===== src/common/uetx_pkg.sv =====
// Shared types and constants of the egress PHY transmit port.
// Assumes one 100 MHz system clock and a synchronous active-low reset.
package uetx_pkg;
  localparam int unsigned CELL_LEN   = 53;  // Octets per cell
  localparam int unsigned FIFO_DEPTH = 8;   // Words in the octet FIFO
  localparam int unsigned ADDR_W     = 5;   // Level 2 PHY address width
  localparam logic        ENB_N_RST  = 1'b1; // Enable idle after reset
  localparam logic        VLD_N_RST  = 1'b1;

  // One octet of a cell with its routing tag
  typedef struct packed {
    logic [ADDR_W-1:0] port;  // Target PHY address
    logic              soc;   // First octet of a cell
    logic [7:0]        data;
  } uetx_word_t;

  localparam int unsigned WORD_W = $bits(uetx_word_t);

  typedef enum logic [1:0] {
    UETX_IDLE,
    UETX_SEND,
    UETX_DROP
  } uetx_state_t;
endpackage : uetx_pkg


===== src/rtl/uetx_port.sv =====
// Egress PHY transmit port: octet stream in, UTOPIA transmit pins out.
// Assumes PHY inputs are synchronous to clk_sys_i and cells enter with
// their first octet flagged by soc; configuration bits are plain inputs.
`timescale 1ns/10ps

// Contract
// - A low level on the PHY full input means the PHY is full.
// - Octets go out on the data bus and are valid only while enable is active.
// - The parity output is odd parity over the data octet whenever enable is active.
// - Start-of-cell is high with the first octet of each cell while enable is active.
// - Enable is low exactly in the cycles where data, parity and start-of-cell are valid.
// - A low cell-clear input discards the cell currently being sent.
// - In Level 1 a four-bit port-ID output names the PHY of the current or next cell.
// - A configuration bit chooses whether the port-ID refers to the current or next cell.
// - In next-cell mode port-ID-valid is low while port-ID is valid; unused otherwise.
// - In Level 2 the address outputs carry the low four bits of the selected PHY.
// - In Level 2 a separate output carries the address MSB, five bits in all.
module uetx_port #(
  parameter int unsigned CELL_OCTETS = uetx_pkg::CELL_LEN,
  parameter int unsigned DEPTH       = uetx_pkg::FIFO_DEPTH
) (
  input  wire logic               clk_sys_i,
  input  wire logic               nrst_i,
  // Configuration bits of the general config register
  input  wire logic               cfg_level2_i,
  input  wire logic               cfg_next_id_i,
  // Octet stream from the cell processor
  input  wire logic               in_valid_i,
  output logic                    in_ready_o,
  input  wire uetx_pkg::uetx_word_t in_word_i,
  // PHY transmit pins
  input  wire logic               tx_full_n_i,
  input  wire logic               tx_cell_abort_n_i,
  output logic [7:0]              tx_data_o,
  output logic                    tx_parity_o,
  output logic                    tx_soc_o,
  output logic                    tx_enb_n_o,
  output logic [3:0]              tx_port_id_o,
  output logic                    tx_port_id_valid_n_o,
  output logic                    tx_addr4_o
);
  localparam int unsigned CW = $clog2(CELL_OCTETS);

  uetx_pkg::uetx_state_t state_q;
  uetx_pkg::uetx_state_t state_d;
  uetx_pkg::uetx_word_t  head;
  logic                  head_vld;
  logic                  fifo_in_rdy;
  logic                  pop;
  logic                  send;
  logic                  start;
  logic [CW-1:0]         oct_q;
  logic                  last_oct;

  // Buffer between producer and PHY; ready stalls the producer
  uetx_fifo #(
    .WIDTH (uetx_pkg::WORD_W),
    .DEPTH (DEPTH)
  ) u_fifo (
    .clk_sys_i   (clk_sys_i),
    .nrst_i      (nrst_i),
    .in_valid_i  (in_valid_i),
    .in_ready_o  (fifo_in_rdy),
    .in_data_i   (in_word_i),
    .out_valid_o (head_vld),
    .out_ready_i (pop),
    .out_data_o  (head)
  );

  assign in_ready_o = fifo_in_rdy;
  assign last_oct   = (oct_q == CW'(CELL_OCTETS - 1));

  // Start only on a cell head with PHY room; full low is full
  assign start = (state_q == uetx_pkg::UETX_IDLE) && head_vld && head.soc
                 && tx_full_n_i && tx_cell_abort_n_i;

  // Mid-cell octets move while the PHY has room and no clear is seen
  assign send = start || ((state_q == uetx_pkg::UETX_SEND) && head_vld
                && tx_full_n_i && tx_cell_abort_n_i);

  // Drop pops stray octets; a new soc ends the drop without popping
  always_comb begin
    pop = send;
    unique case (state_q)
      uetx_pkg::UETX_IDLE: if (head_vld && !head.soc) pop = 1'b1;
      uetx_pkg::UETX_DROP: if (head_vld && !head.soc) pop = 1'b1;
      uetx_pkg::UETX_SEND: ;
    endcase
  end

  // Cell sequencing
  always_comb begin
    state_d = state_q;
    unique case (state_q)
      uetx_pkg::UETX_IDLE: begin
        if (start && !last_oct) begin
          state_d = uetx_pkg::UETX_SEND;
        end
      end
      uetx_pkg::UETX_SEND: begin
        if (!tx_cell_abort_n_i) begin
          state_d = uetx_pkg::UETX_DROP;
        end else if (send && last_oct) begin
          state_d = uetx_pkg::UETX_IDLE;
        end
      end
      uetx_pkg::UETX_DROP: begin
        if (head_vld && head.soc) begin
          state_d = uetx_pkg::UETX_IDLE;
        end
      end
    endcase
  end

  always_ff @(posedge clk_sys_i) begin
    if (!nrst_i) begin
      state_q <= uetx_pkg::UETX_IDLE;
    end else begin
      state_q <= state_d;
    end
  end

  // Octet position inside the cell
  always_ff @(posedge clk_sys_i) begin
    if (!nrst_i) begin
      oct_q <= '0;
    end else if (state_d != uetx_pkg::UETX_SEND) begin
      oct_q <= (start && !last_oct) ? CW'(1) : '0;
    end else if (send) begin
      oct_q <= oct_q + CW'(1);
    end
  end

  // Data path pins; held when idle so only enable moves
  always_ff @(posedge clk_sys_i) begin
    if (!nrst_i) begin
      tx_data_o   <= 8'h00;
      tx_parity_o <= 1'b1;
      tx_soc_o    <= 1'b0;
    end else if (send) begin
      tx_data_o   <= head.data;
      tx_parity_o <= ~^head.data;
      tx_soc_o    <= start;
    end
  end

  // Enable low exactly with a freshly loaded octet
  always_ff @(posedge clk_sys_i) begin
    if (!nrst_i) begin
      tx_enb_n_o <= uetx_pkg::ENB_N_RST;
    end else begin
      tx_enb_n_o <= !send;
    end
  end

  // PHY addressing; next-cell mode shows the waiting cell head
  always_ff @(posedge clk_sys_i) begin
    if (!nrst_i) begin
      tx_port_id_o         <= 4'h0;
      tx_addr4_o           <= 1'b0;
      tx_port_id_valid_n_o <= uetx_pkg::VLD_N_RST;
    end else if (cfg_level2_i) begin
      tx_port_id_valid_n_o <= 1'b1;
      if (start || (state_q == uetx_pkg::UETX_IDLE && head_vld && head.soc)) begin
        tx_port_id_o <= head.port[3:0];
        tx_addr4_o   <= head.port[4];
      end
    end else if (cfg_next_id_i) begin
      tx_addr4_o <= 1'b0;
      if (head_vld && head.soc) begin
        tx_port_id_o         <= head.port[3:0];
        tx_port_id_valid_n_o <= 1'b0;
      end else begin
        tx_port_id_valid_n_o <= 1'b1;
      end
    end else begin
      tx_addr4_o           <= 1'b0;
      tx_port_id_valid_n_o <= 1'b1;
      if (start) begin
        tx_port_id_o <= head.port[3:0];
      end
    end
  end

  // Checks
  a_full_blocks: assert property (@(posedge clk_sys_i) disable iff (!nrst_i)
    !tx_full_n_i |=> tx_enb_n_o)
    else $error("Octet sent while PHY full");
  a_data_follows: assert property (@(posedge clk_sys_i) disable iff (!nrst_i)
    send |=> !tx_enb_n_o && tx_data_o == $past(head.data))
    else $error("Sent octet differs from FIFO head");
  a_parity_odd: assert property (@(posedge clk_sys_i) disable iff (!nrst_i)
    !tx_enb_n_o |-> ^{tx_parity_o, tx_data_o})
    else $error("Parity not odd");
  a_soc_first: assert property (@(posedge clk_sys_i) disable iff (!nrst_i)
    !tx_enb_n_o |-> tx_soc_o == $past(state_q == uetx_pkg::UETX_IDLE))
    else $error("Start of cell misplaced");
  a_enb_exact: assert property (@(posedge clk_sys_i) disable iff (!nrst_i)
    !tx_enb_n_o |-> $past(head_vld && pop))
    else $error("Enable without popped octet");
  a_abort_drops: assert property (@(posedge clk_sys_i) disable iff (!nrst_i)
    (state_q == uetx_pkg::UETX_SEND && !tx_cell_abort_n_i)
    |=> tx_enb_n_o && state_q == uetx_pkg::UETX_DROP)
    else $error("Cell not discarded on clear");
  a_cur_id: assert property (@(posedge clk_sys_i) disable iff (!nrst_i)
    (start && !cfg_level2_i && !cfg_next_id_i)
    |=> tx_port_id_o == $past(head.port[3:0]) && tx_port_id_valid_n_o)
    else $error("Current-cell port ID wrong");
  a_next_valid: assert property (@(posedge clk_sys_i) disable iff (!nrst_i)
    (!cfg_level2_i && cfg_next_id_i && head_vld && head.soc)
    |=> !tx_port_id_valid_n_o && tx_port_id_o == $past(head.port[3:0]))
    else $error("Next-cell port ID not valid");
  a_l2_addr: assert property (@(posedge clk_sys_i) disable iff (!nrst_i)
    (start && cfg_level2_i) |=> {tx_addr4_o, tx_port_id_o} == $past(head.port))
    else $error("Level 2 address wrong");
  a_no_start_full: assert property (@(posedge clk_sys_i) disable iff (!nrst_i)
    (state_q == uetx_pkg::UETX_IDLE && !tx_full_n_i) |=> !tx_soc_o || tx_enb_n_o)
    else $error("Cell started while PHY full");

  // Octets seen on the pins since the last start-of-cell; checks only
  logic [CW:0] wire_cnt_q;

  // Restarts on every soc octet, so an aborted cell never carries over
  always_ff @(posedge clk_sys_i) begin
    if (!nrst_i) begin
      wire_cnt_q <= '0;
    end else if (!tx_enb_n_o) begin
      wire_cnt_q <= tx_soc_o ? (CW+1)'(1) : wire_cnt_q + (CW+1)'(1);
    end
  end

  // A cell never runs past its octet count
  a_cell_bound: assert property (@(posedge clk_sys_i) disable iff (!nrst_i)
    (!tx_enb_n_o && !tx_soc_o) |-> wire_cnt_q < (CW+1)'(CELL_OCTETS))
    else $error("Cell longer than its octet count");

  // Pins quiet while reset is held
  a_reset_idle: assert property (@(posedge clk_sys_i)
    !nrst_i |=> tx_enb_n_o && !tx_soc_o && tx_port_id_valid_n_o)
    else $error("Pins active after reset");

  // Level 2 address MSB follows the selected cell
  a_l2_msb: assert property (@(posedge clk_sys_i) disable iff (!nrst_i)
    (start && cfg_level2_i) |=> tx_addr4_o == $past(head.port[4]))
    else $error("Level 2 address MSB wrong");

  // Level 1 has no fifth address bit
  a_l1_msb_low: assert property (@(posedge clk_sys_i) disable iff (!nrst_i)
    !cfg_level2_i |=> !tx_addr4_o)
    else $error("Address MSB set in Level 1");

  // Current-cell mode leaves the valid pin idle
  a_cur_unused: assert property (@(posedge clk_sys_i) disable iff (!nrst_i)
    (!cfg_level2_i && !cfg_next_id_i) |=> tx_port_id_valid_n_o)
    else $error("Port ID valid driven in current-cell mode");

  // Next-cell mode: no waiting cell head means no valid ID
  a_next_idle: assert property (@(posedge clk_sys_i) disable iff (!nrst_i)
    (!cfg_level2_i && cfg_next_id_i && !(head_vld && head.soc)) |=> tx_port_id_valid_n_o)
    else $error("Port ID valid without a waiting cell");

  // Level 2 never uses the valid pin
  a_l2_vld_high: assert property (@(posedge clk_sys_i) disable iff (!nrst_i)
    cfg_level2_i |=> tx_port_id_valid_n_o)
    else $error("Port ID valid driven in Level 2");

  // Discarded octets never reach the PHY
  a_drop_quiet: assert property (@(posedge clk_sys_i) disable iff (!nrst_i)
    state_q == uetx_pkg::UETX_DROP |=> tx_enb_n_o)
    else $error("Octet sent while discarding");

  // Last octet closes the cell so the next one opens with soc
  a_cell_close: assert property (@(posedge clk_sys_i) disable iff (!nrst_i)
    (state_q == uetx_pkg::UETX_SEND && send && last_oct) |=> state_q == uetx_pkg::UETX_IDLE)
    else $error("Cell not closed after last octet");

  // Full PHY freezes the data pins too
  a_stall_hold: assert property (@(posedge clk_sys_i) disable iff (!nrst_i)
    !tx_full_n_i |=> $stable(tx_data_o))
    else $error("Data moved while PHY full");

  // Current-cell ID only changes when a cell starts
  a_cur_id_hold: assert property (@(posedge clk_sys_i) disable iff (!nrst_i)
    (!cfg_level2_i && !cfg_next_id_i && !start) |=> $stable(tx_port_id_o))
    else $error("Current-cell port ID moved mid-cell");

  c_cell_done: cover property (@(posedge clk_sys_i) disable iff (!nrst_i)
    send && last_oct);
  c_abort: cover property (@(posedge clk_sys_i) disable iff (!nrst_i)
    state_q == uetx_pkg::UETX_SEND && !tx_cell_abort_n_i);
  c_full_stall: cover property (@(posedge clk_sys_i) disable iff (!nrst_i)
    state_q == uetx_pkg::UETX_SEND && !tx_full_n_i && head_vld);
  c_fifo_full: cover property (@(posedge clk_sys_i) disable iff (!nrst_i)
    !fifo_in_rdy);
  c_next_id: cover property (@(posedge clk_sys_i) disable iff (!nrst_i)
    !cfg_level2_i && cfg_next_id_i && !tx_port_id_valid_n_o);
endmodule : uetx_port


===== src/rtl/uetx_fifo.sv =====
// Small synchronous FIFO with valid/ready on both sides.
// Assumes one clock; head word is shown ahead while out_valid_o is high.
`timescale 1ns/10ps
module uetx_fifo #(
  parameter int unsigned WIDTH = 8,
  parameter int unsigned DEPTH = 8
) (
  input  wire logic             clk_sys_i,
  input  wire logic             nrst_i,
  input  wire logic             in_valid_i,
  output logic                  in_ready_o,
  input  wire logic [WIDTH-1:0] in_data_i,
  output logic                  out_valid_o,
  input  wire logic             out_ready_i,
  output logic      [WIDTH-1:0] out_data_o
);
  localparam int unsigned AW = $clog2(DEPTH);

  logic [WIDTH-1:0] mem_q [DEPTH];
  logic [AW-1:0]    wr_q;
  logic [AW-1:0]    rd_q;
  logic [AW:0]      cnt_q;
  logic             push;
  logic             pop;

  // Honest flags straight from the occupancy count
  assign in_ready_o  = (cnt_q != (AW+1)'(DEPTH));
  assign out_valid_o = (cnt_q != '0);
  assign out_data_o  = mem_q[rd_q];
  assign push        = in_valid_i && in_ready_o;
  assign pop         = out_valid_o && out_ready_i;

  // Storage array, no reset needed
  always_ff @(posedge clk_sys_i) begin
    if (push) begin
      mem_q[wr_q] <= in_data_i;
    end
  end

  // Pointers wrap; depth is a power of two
  always_ff @(posedge clk_sys_i) begin
    if (!nrst_i) begin
      wr_q  <= '0;
      rd_q  <= '0;
      cnt_q <= '0;
    end else begin
      if (push) begin
        wr_q <= wr_q + AW'(1);
      end
      if (pop) begin
        rd_q <= rd_q + AW'(1);
      end
      cnt_q <= cnt_q + (AW+1)'(push) - (AW+1)'(pop);
    end
  end
endmodule : uetx_fifo


===== config.mk =====
export PLATFORM = sky130hd
export DESIGN_NAME = uetx_port
export DESIGN_NICKNAME = d
export VERILOG_FILES = /design/src/common/uetx_pkg.sv /design/src/rtl/uetx_port.sv /design/src/rtl/uetx_fifo.sv
export SDC_FILE = /design/constraint.sdc
export NUM_CORES = 1
export LEC_CHECK = 0
export ABC_AREA = 1
export BUFFER_PORTS_ARGS = -buffer_cell sky130_fd_sc_hd__buf_4
export CAP_MARGIN = 5
export CORE_ASPECT_RATIO = 1.75
export CORE_MARGIN = 2
export CORE_UTILIZATION = 43
export CTS_CLUSTER_SIZE = 25
export DETAILED_ROUTE_END_ITERATION = 8
export GPL_ROUTABILITY_DRIVEN = 1
export GPL_TIMING_DRIVEN = 1
export MAX_ROUTING_LAYER = met4
export PLACE_DENSITY_LB_ADDON = 0.12
export SLEW_MARGIN = 10
export SYNTH_ARGS = -nofsm -noshare
export SYNTH_HDL_FRONTEND = slang
export SYNTH_HIERARCHICAL = 1
export SYNTH_SLANG_ARGS = --single-unit
export TNS_END_PERCENT = 5

===== constraint.sdc =====
create_clock -name clk_sys_i -period 3.3 [get_ports clk_sys_i]
set_clock_uncertainty 0.05 [all_clocks]
set_input_delay 0.66 -clock clk_sys_i [delete_from_list [all_inputs] [get_ports clk_sys_i]]
set_output_delay 0.66 -clock clk_sys_i [all_outputs]
set_load 0.005 [all_outputs]

==> results.cfg, run 1 <==
[outcome]
status = finished, final reports clean

[finish]
nNetsFinal = 815
post-route-util_pct = 51.71
fill_cells = 1410
syn_to_final_growth_pct = 18.03
final_cells = 980
diodes = 0
drive_gt1_share_pct = 14.86

[timing]
rsz0062_at_grt = no
post-route-period-util_pct = 89.59
worst_pin_slew_ns = 0.6037
setup_viol = 0
fmax_ghz = 0.3382
tns_ns = 0
finalCriticalPeriod_ns = 2.957
relSlewSlack_pct = 59.53
worst_slack_ns = 0.3435
finalHoldViolations = 0
slew_violations = 0

[power]
pwr-share-seq_pct = 38.1
switching_share_pct = 34.09
intPower_mw = 3.977
clkPwrFrac_pct = 31.4
leakagePower_nw = 3.546
combPwrFrac_pct = 30.5
power.switching_mw = 2.057
power_density_nw_per_um2 = 761.9
ir_worst_vdd_uv = 382.0

[floorplanning]
core_um2 = 15310
die_h_um = 169.2
io_pins = 39
die_w_um = 98.42
die-area_um2 = 16660
start_util_pct = 43.81
row_count = 60

[critical_path]
critPathLaunchType = register
crit_family = simple AND/OR/NAND/NOR gates
required_ns = 3.56
crit_top_cell = nand2_1
r2r_end = u_fifo/cnt_q[2]$_SDFF_PN0_
rr_worst_depth = 20
crit_slowest_cell = fa_1
crit_chain = inv_2 > nand2_1 > nand2_1 > nand2_1 > nand2_1 > nand2_1 > nand2_1 > nand2_2 > nor2_4 > nand2_4 > nand2_8 > clkinvlp_4 > o31ai_2 > nand2_1 > nand3_1 > nand2_1 > ha_1 > fa_1 > xnor2_1 > nor2_1
rrSetupSlack_ns = 0.34
arrival_ns = 3.21
max_stage_delay_ns = 0.39
crit_fanout = 17
path_buf_inv = 2
end_kind = register
critical_path_class = register to register

[route]
viasPerCell = 4.873
totalWireLength_mm = 14.96
drc = 0
first_pass_iters = 5
wire_per_inst_um = 15.26
ant_nets = 0
drt_iter0_markers = 337
vias = 4776

[synth]
ys_warn_count = 6
avgSynthCellArea_um2 = 9.305
synth_area_um2 = 6709
ys_seq_area_share_pct = 61.47
syn_inst = 721
ys_types = 31
yosys.area.top_type = edfxtp_1
synth_fp_nets = 755
synth_seq_cells = 150
synthTopCellsByArea = edfxtp_1, nand2_1, dfxtp_1, inv_1, nand3_1
synth_top_area_share_pct = 50.13

[worst_hold_path]
hp-class = input pin to register
holdPathEnd = tx_port_id_valid_n_o$_SDFF_PP1_
hp-start = cfg_next_id_i
hold_depth = 2

[clock_tree]
clkTransAtPathRegs_ns = 0.06
cts_tree = built
clock_sink_count = 150
htreeDepth = 4
root_buffer = clkbuf_16
numCtsBuffers = 17
clkLatencyLatePin_ns = 0.42
clockBufferDepth = 2

[flow_run]
maxCapViolCount = 0

[place]
pre_cts_ws_ns = 0.1637
dp_hpwl_mm = 10.31
gp_congestion = 0.8465
dp_cells = 943
io_buffer_count = 38

[global_routing]
globalRouteMet1Util_pct = 21.77
grt_usage_pct = 19.64
grt_first_pass_wirelength_mm = 24.34
grt.busiest_layer = met2
grt_max_degree = 41
grt_pass1_vias = 4748
grt_util_met2_pct = 33.42
antenna_found_initial = 0
met3_usage_pct = 4.242
grt-ovfl-total = 0
placed cells by master (no fill, tap or decap), drive strengths merged, types with 2 or more instances in the layout:
| master | n |
|---|---|
| a21oi | 18 |
| buf | 64 |
| bufinv | 2 |
| clkbuf | 19 |
| clkinv | 3 |
| clkinvlp | 7 |
| dfxtp | 38 |
| edfxtp | 112 |
| ha | 12 |
| inv | 122 |
| nand2 | 255 |
| nand3 | 58 |
| nand4 | 3 |
| nor2 | 39 |
| nor3 | 8 |
| o21ai | 17 |
| xnor2 | 6 |
| xor2 | 4 |
cell usage after synthesis:
cell type / instances
a21boi_4: 1
nand2_2: 4
nor2_1: 37
inv_2: 2
inv_1: 118
buf_6: 1
o21ai_0: 17
ha_1: 12
o21bai_1: 1
nand2_1: 248
nand3b_1: 1
buf_4: 5
xor2_1: 4
nand4_1: 3
nor2_2: 1
nand3_1: 58
clkbuf_1: 6
nand2_4: 3
nor3_2: 4
buf_1: 1
o211ai_1: 1
edfxtp_1: 112
buf_2: 11
o31ai_1: 1
xnor2_1: 6
nor2_4: 1
a21oi_1: 18
a211oi_1: 1
fa_1: 1
dfxtp_1: 38
nor3_1: 4
worst max path at each step:
stage	startpoint	end	cells past startpoint
floorplan	register	u_fifo/cnt_q[2]$_SDFF_PN0_	20
global placement	register	u_fifo/cnt_q[1]$_SDFF_PN0_	19
detailed placement	register	u_fifo/cnt_q[1]$_SDFF_PN0_	19
CTS	register	u_fifo/cnt_q[1]$_SDFF_PN0_	19
global route	register	u_fifo/cnt_q[2]$_SDFF_PN0_	20
finish	register	u_fifo/cnt_q[2]$_SDFF_PN0_	20
per-layer routing:
metal	vias to the layer above	wire length [um]
met5	-	0
met4	0	491
met3	35	578
met2	103	7856
met1	2233	6033
li1	2405	-
layout make-up:
cell class / count / area [um^2] / area share [%]
Tap cell: 186 / 232.7 / 2.939
Clock buffer: 19 / 432.9 / 5.467
Timing Repair Buffer: 64 / 480.5 / 6.067
Inverter: 120 / 454.2 / 5.736
Sequential cell: 150 / 4125 / 52.09
Multi-Input combinational cell: 427 / 2038 / 25.74
Timing Repair inverter: 1 / 5.005 / 0.06320
Clock inverter: 13 / 150.1 / 1.896
through the flow:
stage               hold WS (ns)  total power [mW]  instance area (um^2)
finish                    0.4143             6.034                  7919
floorplan                 0.4075             3.626                  6709
detailed placement        0.4251             4.153                  7283
global placement          0.4073             4.112                  7283
global route              0.4086             6.436                  7919
CTS                       0.3993             6.063                  7866
power by group through the flow:
| stage | sequential, mW | clock, mW | combinational (mW) |
|---|---|---|---|
| floorplan | 2.31 | 0 | 1.31 |
| finish | 2.30 | 1.89 | 1.84 |
| global route | 2.32 | 2.03 | 2.09 |
| detailed placement | 2.34 | 0 | 1.81 |
| global placement | 2.33 | 0 | 1.78 |
| CTS | 2.30 | 1.94 | 1.83 |
flip-flops by register name (all words and copies together), names as in the netlist, 2 cells and up, named ones only:
name	flops
u_fifo/cnt_q	4
u_fifo/mem_q	112
u_fifo/wr_q	3
oct_q	6
u_fifo/rd_q	3
tx_port_id_o	4
state_q	2
tx_data_o	8
logic make-up (layout without fill, tap and decap cells):
logic type,count (synthesis),after routing,synth area share [%]
AOI/OAI and AO/OA,40,40,3.339
xor gates and xnor gates,10,10,1.305
adders and majority gates,13,13,2.536
buffers and inverters,144,217,8.653
DFF,150,150,61.47
and+or+nand+nor,364,364,22.70
what timing repair did:
action / 4_1_cts / 5_1_grt
endpoints found under the setup margin: 0 / 3
buffers inserted: 0 / 4
gates resized for setup: 0 / 3
hold buffers: 0 / 0
No activity file was read; power rests on OpenSTA's default activity.
==> run 2, diff against run 1 <==
--- a/config.mk
+++ b/config.mk
@@ -9,7 +9,6 @@
 export BUFFER_PORTS_ARGS = -buffer_cell sky130_fd_sc_hd__buf_4
 export CAP_MARGIN = 5
 export CORE_ASPECT_RATIO = 1.75
-export CORE_MARGIN = 2
 export CORE_UTILIZATION = 43
 export CTS_CLUSTER_SIZE = 25
 export DETAILED_ROUTE_END_ITERATION = 8
@@ -17,6 +16,7 @@
 export GPL_TIMING_DRIVEN = 1
 export MAX_ROUTING_LAYER = met4
 export PLACE_DENSITY_LB_ADDON = 0.12
+export SKIP_CTS_REPAIR_TIMING = 1
 export SLEW_MARGIN = 10
 export SYNTH_ARGS = -nofsm -noshare
 export SYNTH_HDL_FRONTEND = slang
==> run 2 against run 1 <==
Effect of this change:
- count of clock-buffer cells in the layout decreased by 1
- via count decreased by 1.6%
- die area down 3.2%
- combinational power about the same
- clock power decreased by 4%
- global-route usage rose by 1.2 points
- final area down 1.3%
- wire length hardly changed
- sequential share of layout area grew 0.67 points
- first-iteration DRC count down 43%
- non-clock buffer count is 8 lower
- largest power group unchanged
- highest routed layer unchanged
==> results.cfg, run 2 (synthesis results as in run 1) <==
[timing]
post-route-period-util_pct = 90.39
rsz0062_at_grt = no
slew_violations = 0
relSlewSlack_pct = 57.32
tns_ns = 0
whs_ns = 0.4129
finalHoldViolations = 0
finalCriticalPeriod_ns = 2.983
worst_slack_ns = 0.3170
setup_viol = 0
worst_pin_slew_ns = 0.6367
fmax_ghz = 0.3352

[place]
place_area_um2 = 7266
io_buffer_count = 38
pre_cts_ws_ns = 0.3074
dp_hpwl_mm = 10.08
gp_congestion = 0.7684

[finish]
largest_register_ffs = 112
nNetsFinal = 806
final_cell_mix = nand2_1, inv_1, edfxtp_1
top_register = u_fifo/mem_q
diodes = 0
mostFrequentLayoutCell = nand2_1
drive_gt1_share_pct = 13.52
syn_to_final_growth_pct = 16.54
postLayoutCellArea_um2 = 7819
post-route-util_pct = 51.05
largestRegisters = u_fifo/mem_q (112), tx_data_o (8), oct_q (6)

[floorplanning]
row_count = 60
core_um2 = 15310
die_w_um = 96.42
die-area_um2 = 16130
start_util_pct = 43.81
die_h_um = 167.2
io_pins = 39

[clock_tree]
numCtsBuffers = 17
clock_sink_count = 150
clockBufferDepth = 2
root_buffer = clkbuf_16
htreeDepth = 4
clkLatencyLatePin_ns = 0.42
clkTransAtPathRegs_ns = 0.06
cts_tree = built

[power]
power_density_nw_per_um2 = 758.2
leakagePower_nw = 3.505
ir_worst_vdd_uv = 358.6

[route]
vias = 4700
first_pass_iters = 4
viasPerCell = 4.845
drc = 0
drt_iter0_markers = 193
wire_per_inst_um = 15.44
ant_nets = 0
totalWireLength_mm = 14.97

[flow_run]
maxCapViolCount = 0

[global_routing]
grt_pass1_vias = 4628
grt_usage_pct = 20.88
grt-ovfl-total = 0
grt_first_pass_wirelength_mm = 23.87
grt_max_degree = 37
antenna_found_initial = 0

[critical_path]
required_ns = 3.56
arrival_ns = 3.24
end_kind = register
crit_cells = 18
crit_top_cell = nand2_1
critPathLaunchType = register
crit_chain = inv_2 > nand3_1 > nand2_1 > nand2_1 > nand2_1 > nand2_2 > nor2_4 > nand2_4 > nand2_4 > inv_1 > o31ai_1 > buf_4 > nand3_1 > nand2_1 > ha_1 > fa_1 > xnor2_1 > nor2_1
max_stage_delay_ns = 0.50
crit_fanout = 12
crit_slowest_cell = dfxtp_1
crit_family = simple AND/OR/NAND/NOR gates
r2r_end = u_fifo/cnt_q[2]$_SDFF_PN0_
critical_path.endpoint = u_fifo/cnt_q[2]$_SDFF_PN0_
path_buf_inv = 3
rrSetupSlack_ns = 0.32
critical_path_class = register to register
rr_worst_depth = 18

[worst_hold_path]
hp-class = input pin to register
hp-start = cfg_next_id_i

[outcome]
status = finished, final reports clean
[run 2: cell types whose count changed in the layout (fill, tap and decap cells not counted), sizes merged]
| cell | delta |
|---|---|
| buf | -8 |
| clkinvlp | -5 |
| clkinv | +3 |
| inv | +2 |
| bufinv | -1 |
| clkbuf | -1 |
[run 2: layout make-up]
cell class	count	area (um^2)
Clock buffer	18	429.2
Clock inverter	13	123.9
Fill cell	1439	7496
Inverter	120	450.4
Multi-Input combinational cell	427	2024
Sequential cell	150	4125
Tap cell	186	232.7
Timing Repair Buffer	56	432.9
[run 2: through the flow]
step / cells / power (mW)
2_1_floorplan: 721 / 3.626
5_1_grt: 970 / 6.317
3_5_place_dp: 939 / 4.169
4_1_cts: 970 / 6.006
6_report: 970 / 5.928
3_3_place_gp: 939 / 4.138
[run 2: worst register-to-register path, cell delays in order, from the launching register on]
cell and delay (ns):
dfxtp_1 0.50, inv_2 0.10, nand3_1 0.09, nand2_1 0.05
nand2_1 0.05, nand2_1 0.09, nand2_2 0.14, nor2_4 0.06
nand2_4 0.08, nand2_4 0.05, inv_1 0.27, o31ai_1 0.13
buf_4 0.18, nand3_1 0.15, nand2_1 0.07, ha_1 0.21
fa_1 0.39, xnor2_1 0.15, nor2_1 0.06
[run 2: metal layers]
metal / part of all wire (%) / global-route usage [%]
met2: 53 / 36.02
met1: 41 / 23.30
met4: 2.3 / 8.504
met5: 0 / -
met3: 3.6 / 3.724
[run 2: power breakdown]
part | switching (mW) | leakage, nW | internal [mW]
Sequential | 0.0905 | 1.33 | 2.21
Clock | 0.776 | 0.265 | 1.04
Combinational | 1.17 | 1.91 | 0.636
Total | 2.04 | 3.50 | 3.89
[run 2: worst min path at each step]
stage | end | slack (ns) | cells past startpoint
3_5_place_dp | tx_soc_o$_SDFFE_PN0P_ | 0.42 | 2
3_3_place_gp | tx_soc_o$_SDFFE_PN0P_ | 0.42 | 2
2_1_floorplan | tx_soc_o$_SDFFE_PN0P_ | 0.41 | 2
4_1_cts | tx_port_id_valid_n_o$_SDFF_PP1_ | 0.40 | 2
6_report | tx_port_id_valid_n_o$_SDFF_PP1_ | 0.41 | 2
5_1_grt | tx_port_id_valid_n_o$_SDFF_PP1_ | 0.40 | 2
==> run 3, diff against run 2 <==
--- a/config.mk
+++ b/config.mk
@@ -7,9 +7,9 @@
 export LEC_CHECK = 0
 export ABC_AREA = 1
 export BUFFER_PORTS_ARGS = -buffer_cell sky130_fd_sc_hd__buf_4
-export CAP_MARGIN = 5
 export CORE_ASPECT_RATIO = 1.75
 export CORE_UTILIZATION = 43
+export CTS_BUF_LIST = sky130_fd_sc_hd__clkbuf_4
 export CTS_CLUSTER_SIZE = 25
 export DETAILED_ROUTE_END_ITERATION = 8
 export GPL_ROUTABILITY_DRIVEN = 1
==> run 3 against run 2 <==
Effect of this change:
- first-iteration DRC count down 2.1%
- register-to-register slack about the same
- critical path depth unchanged
- final area down 3.7%
- global-route usage down 0.32 points
- utilization down 1.9 points
- combinational power about the same
- sequential power about the same
- count of clock-buffer cells in the layout unchanged
- non-clock buffer count unchanged
- final cell count up 0.10%
- die area unchanged
- largest cell class unchanged
- highest routed layer unchanged
==> results.cfg, run 3 (synthesis results as in run 1) <==
[floorplanning]
start_util_pct = 43.81
core_um2 = 15310
die_h_um = 167.2
die_w_um = 96.42
io_pins = 39
die-area_um2 = 16130
row_count = 60

[clock_tree]
clkTransAtPathRegs_ns = 0.14
clock_sink_count = 150
cts_tree = built
root_buffer = clkbuf_4
htreeDepth = 4
clkLatencyLatePin_ns = 0.52
clockBufferDepth = 2
numCtsBuffers = 17

[finish]
drive_gt1_share_pct = 13.65
nNetsFinal = 806
syn_to_final_growth_pct = 12.20
largestRegisters = u_fifo/mem_q (112), tx_data_o (8), oct_q (6)
postLayoutCellArea_um2 = 7527
largest_register_ffs = 112
mostFrequentLayoutCell = nand2_1
final_cell_mix = nand2_1, inv_1, edfxtp_1
top_register = u_fifo/mem_q

[route]
drc = 0
first_pass_iters = 4
ant_nets = 0
vias = 4686
viasPerCell = 4.826
drt_iter0_markers = 189
wire_per_inst_um = 15.33
totalWireLength_mm = 14.89

[global_routing]
grt_first_pass_wirelength_mm = 23.43
grt_max_degree = 37
grt_pass1_vias = 4559
grt_usage_pct = 20.56
antenna_found_initial = 1
grt-ovfl-total = 0

[place]
dp_hpwl_mm = 10.08
gp_congestion = 0.7684
place_area_um2 = 7266
io_buffer_count = 38

[power]
leakagePower_nw = 3.377
power_density_nw_per_um2 = 686.7
ir_worst_vdd_uv = 339.5

[timing]
whs_ns = 0.2895
setup_viol = 0
post-route-period-util_pct = 90.18
finalCriticalPeriod_ns = 2.976
slew_violations = 0
worst_pin_slew_ns = 0.6618
rsz0062_at_grt = no
fmax_ghz = 0.3360
relSlewSlack_pct = 55.64
tns_ns = 0
finalHoldViolations = 0

[critical_path]
r2r_end = u_fifo/cnt_q[2]$_SDFF_PN0_
critical_path_class = register to register
arrival_ns = 3.35
critPathLaunchType = register
end_kind = register
rr_worst_depth = 18
rrSetupSlack_ns = 0.32
critical_path.endpoint = u_fifo/cnt_q[2]$_SDFF_PN0_
required_ns = 3.68
crit_fanout = 12

[worst_hold_path]
hold_depth = 2
hp-class = input pin to register

[flow_run]
maxCapViolCount = 0

[outcome]
status = finished, final reports clean
-- run 3: cell types whose count changed in the layout (fill, tap and decap cells not counted) --
cell / before / now
clkbuf_1: 1 / 0
diode_2: 0 / 1
clkbuf_16: 17 / 0
clkbuf_4: 0 / 18
-- run 3: per-stage QoR --
step	power, mW	cells	worst slack (ns)	util (%)
floorplan	3.626	721	0.3421	-
global placement	4.138	939	0.4147	47.44
detailed placement	4.169	939	0.3074	47.44
CTS	5.248	970	0.3043	49.13
global route	5.553	971	0.03969	49.15
finish	5.169	971	0.3240	49.15
-- run 3: worst min path at each step --
stage	start	to	slack [ns]
2_1_floorplan	tx_soc_o$_SDFFE_PN0P_	tx_soc_o$_SDFFE_PN0P_	0.41
3_3_place_gp	tx_soc_o$_SDFFE_PN0P_	tx_soc_o$_SDFFE_PN0P_	0.42
3_5_place_dp	tx_soc_o$_SDFFE_PN0P_	tx_soc_o$_SDFFE_PN0P_	0.42
4_1_cts	cfg_next_id_i	tx_port_id_valid_n_o$_SDFF_PP1_	0.23
5_1_grt	cfg_next_id_i	tx_port_id_valid_n_o$_SDFF_PP1_	0.22
6_report	cfg_next_id_i	tx_port_id_valid_n_o$_SDFF_PP1_	0.29
-- run 3: routing by layer --
metal / vias to the layer above / global-route usage, % / wire (um)
li1: 2385 / - / -
met1: 2188 / 22.87 / 6052
met2: 97 / 35.68 / 7993
met3: 16 / 3.815 / 494
met4: 0 / 7.864 / 346
met5: - / - / 0
-- run 3: worst max-delay path: stages (launching register included) --
cell     delay [ns]
dfxtp_1        0.52
inv_2          0.10
nand3_1        0.09
nand2_1        0.05
nand2_1        0.05
nand2_1        0.09
nand2_2        0.14
nor2_4         0.06
nand2_4        0.08
nand2_4        0.05
inv_1          0.27
o31ai_1        0.13
buf_4          0.18
nand3_1        0.15
nand2_1        0.07
ha_1           0.21
fa_1           0.39
xnor2_1        0.15
nor2_1         0.06
-- run 3: final cells by class --
class                   count  area (um^2)
inverters                 120        450.4
repair buffers             56        432.9
clock inverters            13        123.9
fillers                  1474         7787
well taps                 186        232.7
diodes                      1        2.502
flip-flops and latches    150         4125
multi-input cells         427         2024
clock buffers              18        135.1
-- run 3: power by group --
part | internal [mW] | leakage, nW | switching [mW]
logic | 0.636 | 1.91 | 1.17
clock network | 0.388 | 0.137 | 0.676
registers | 2.20 | 1.33 | 0.0904
total | 3.23 | 3.38 | 1.94
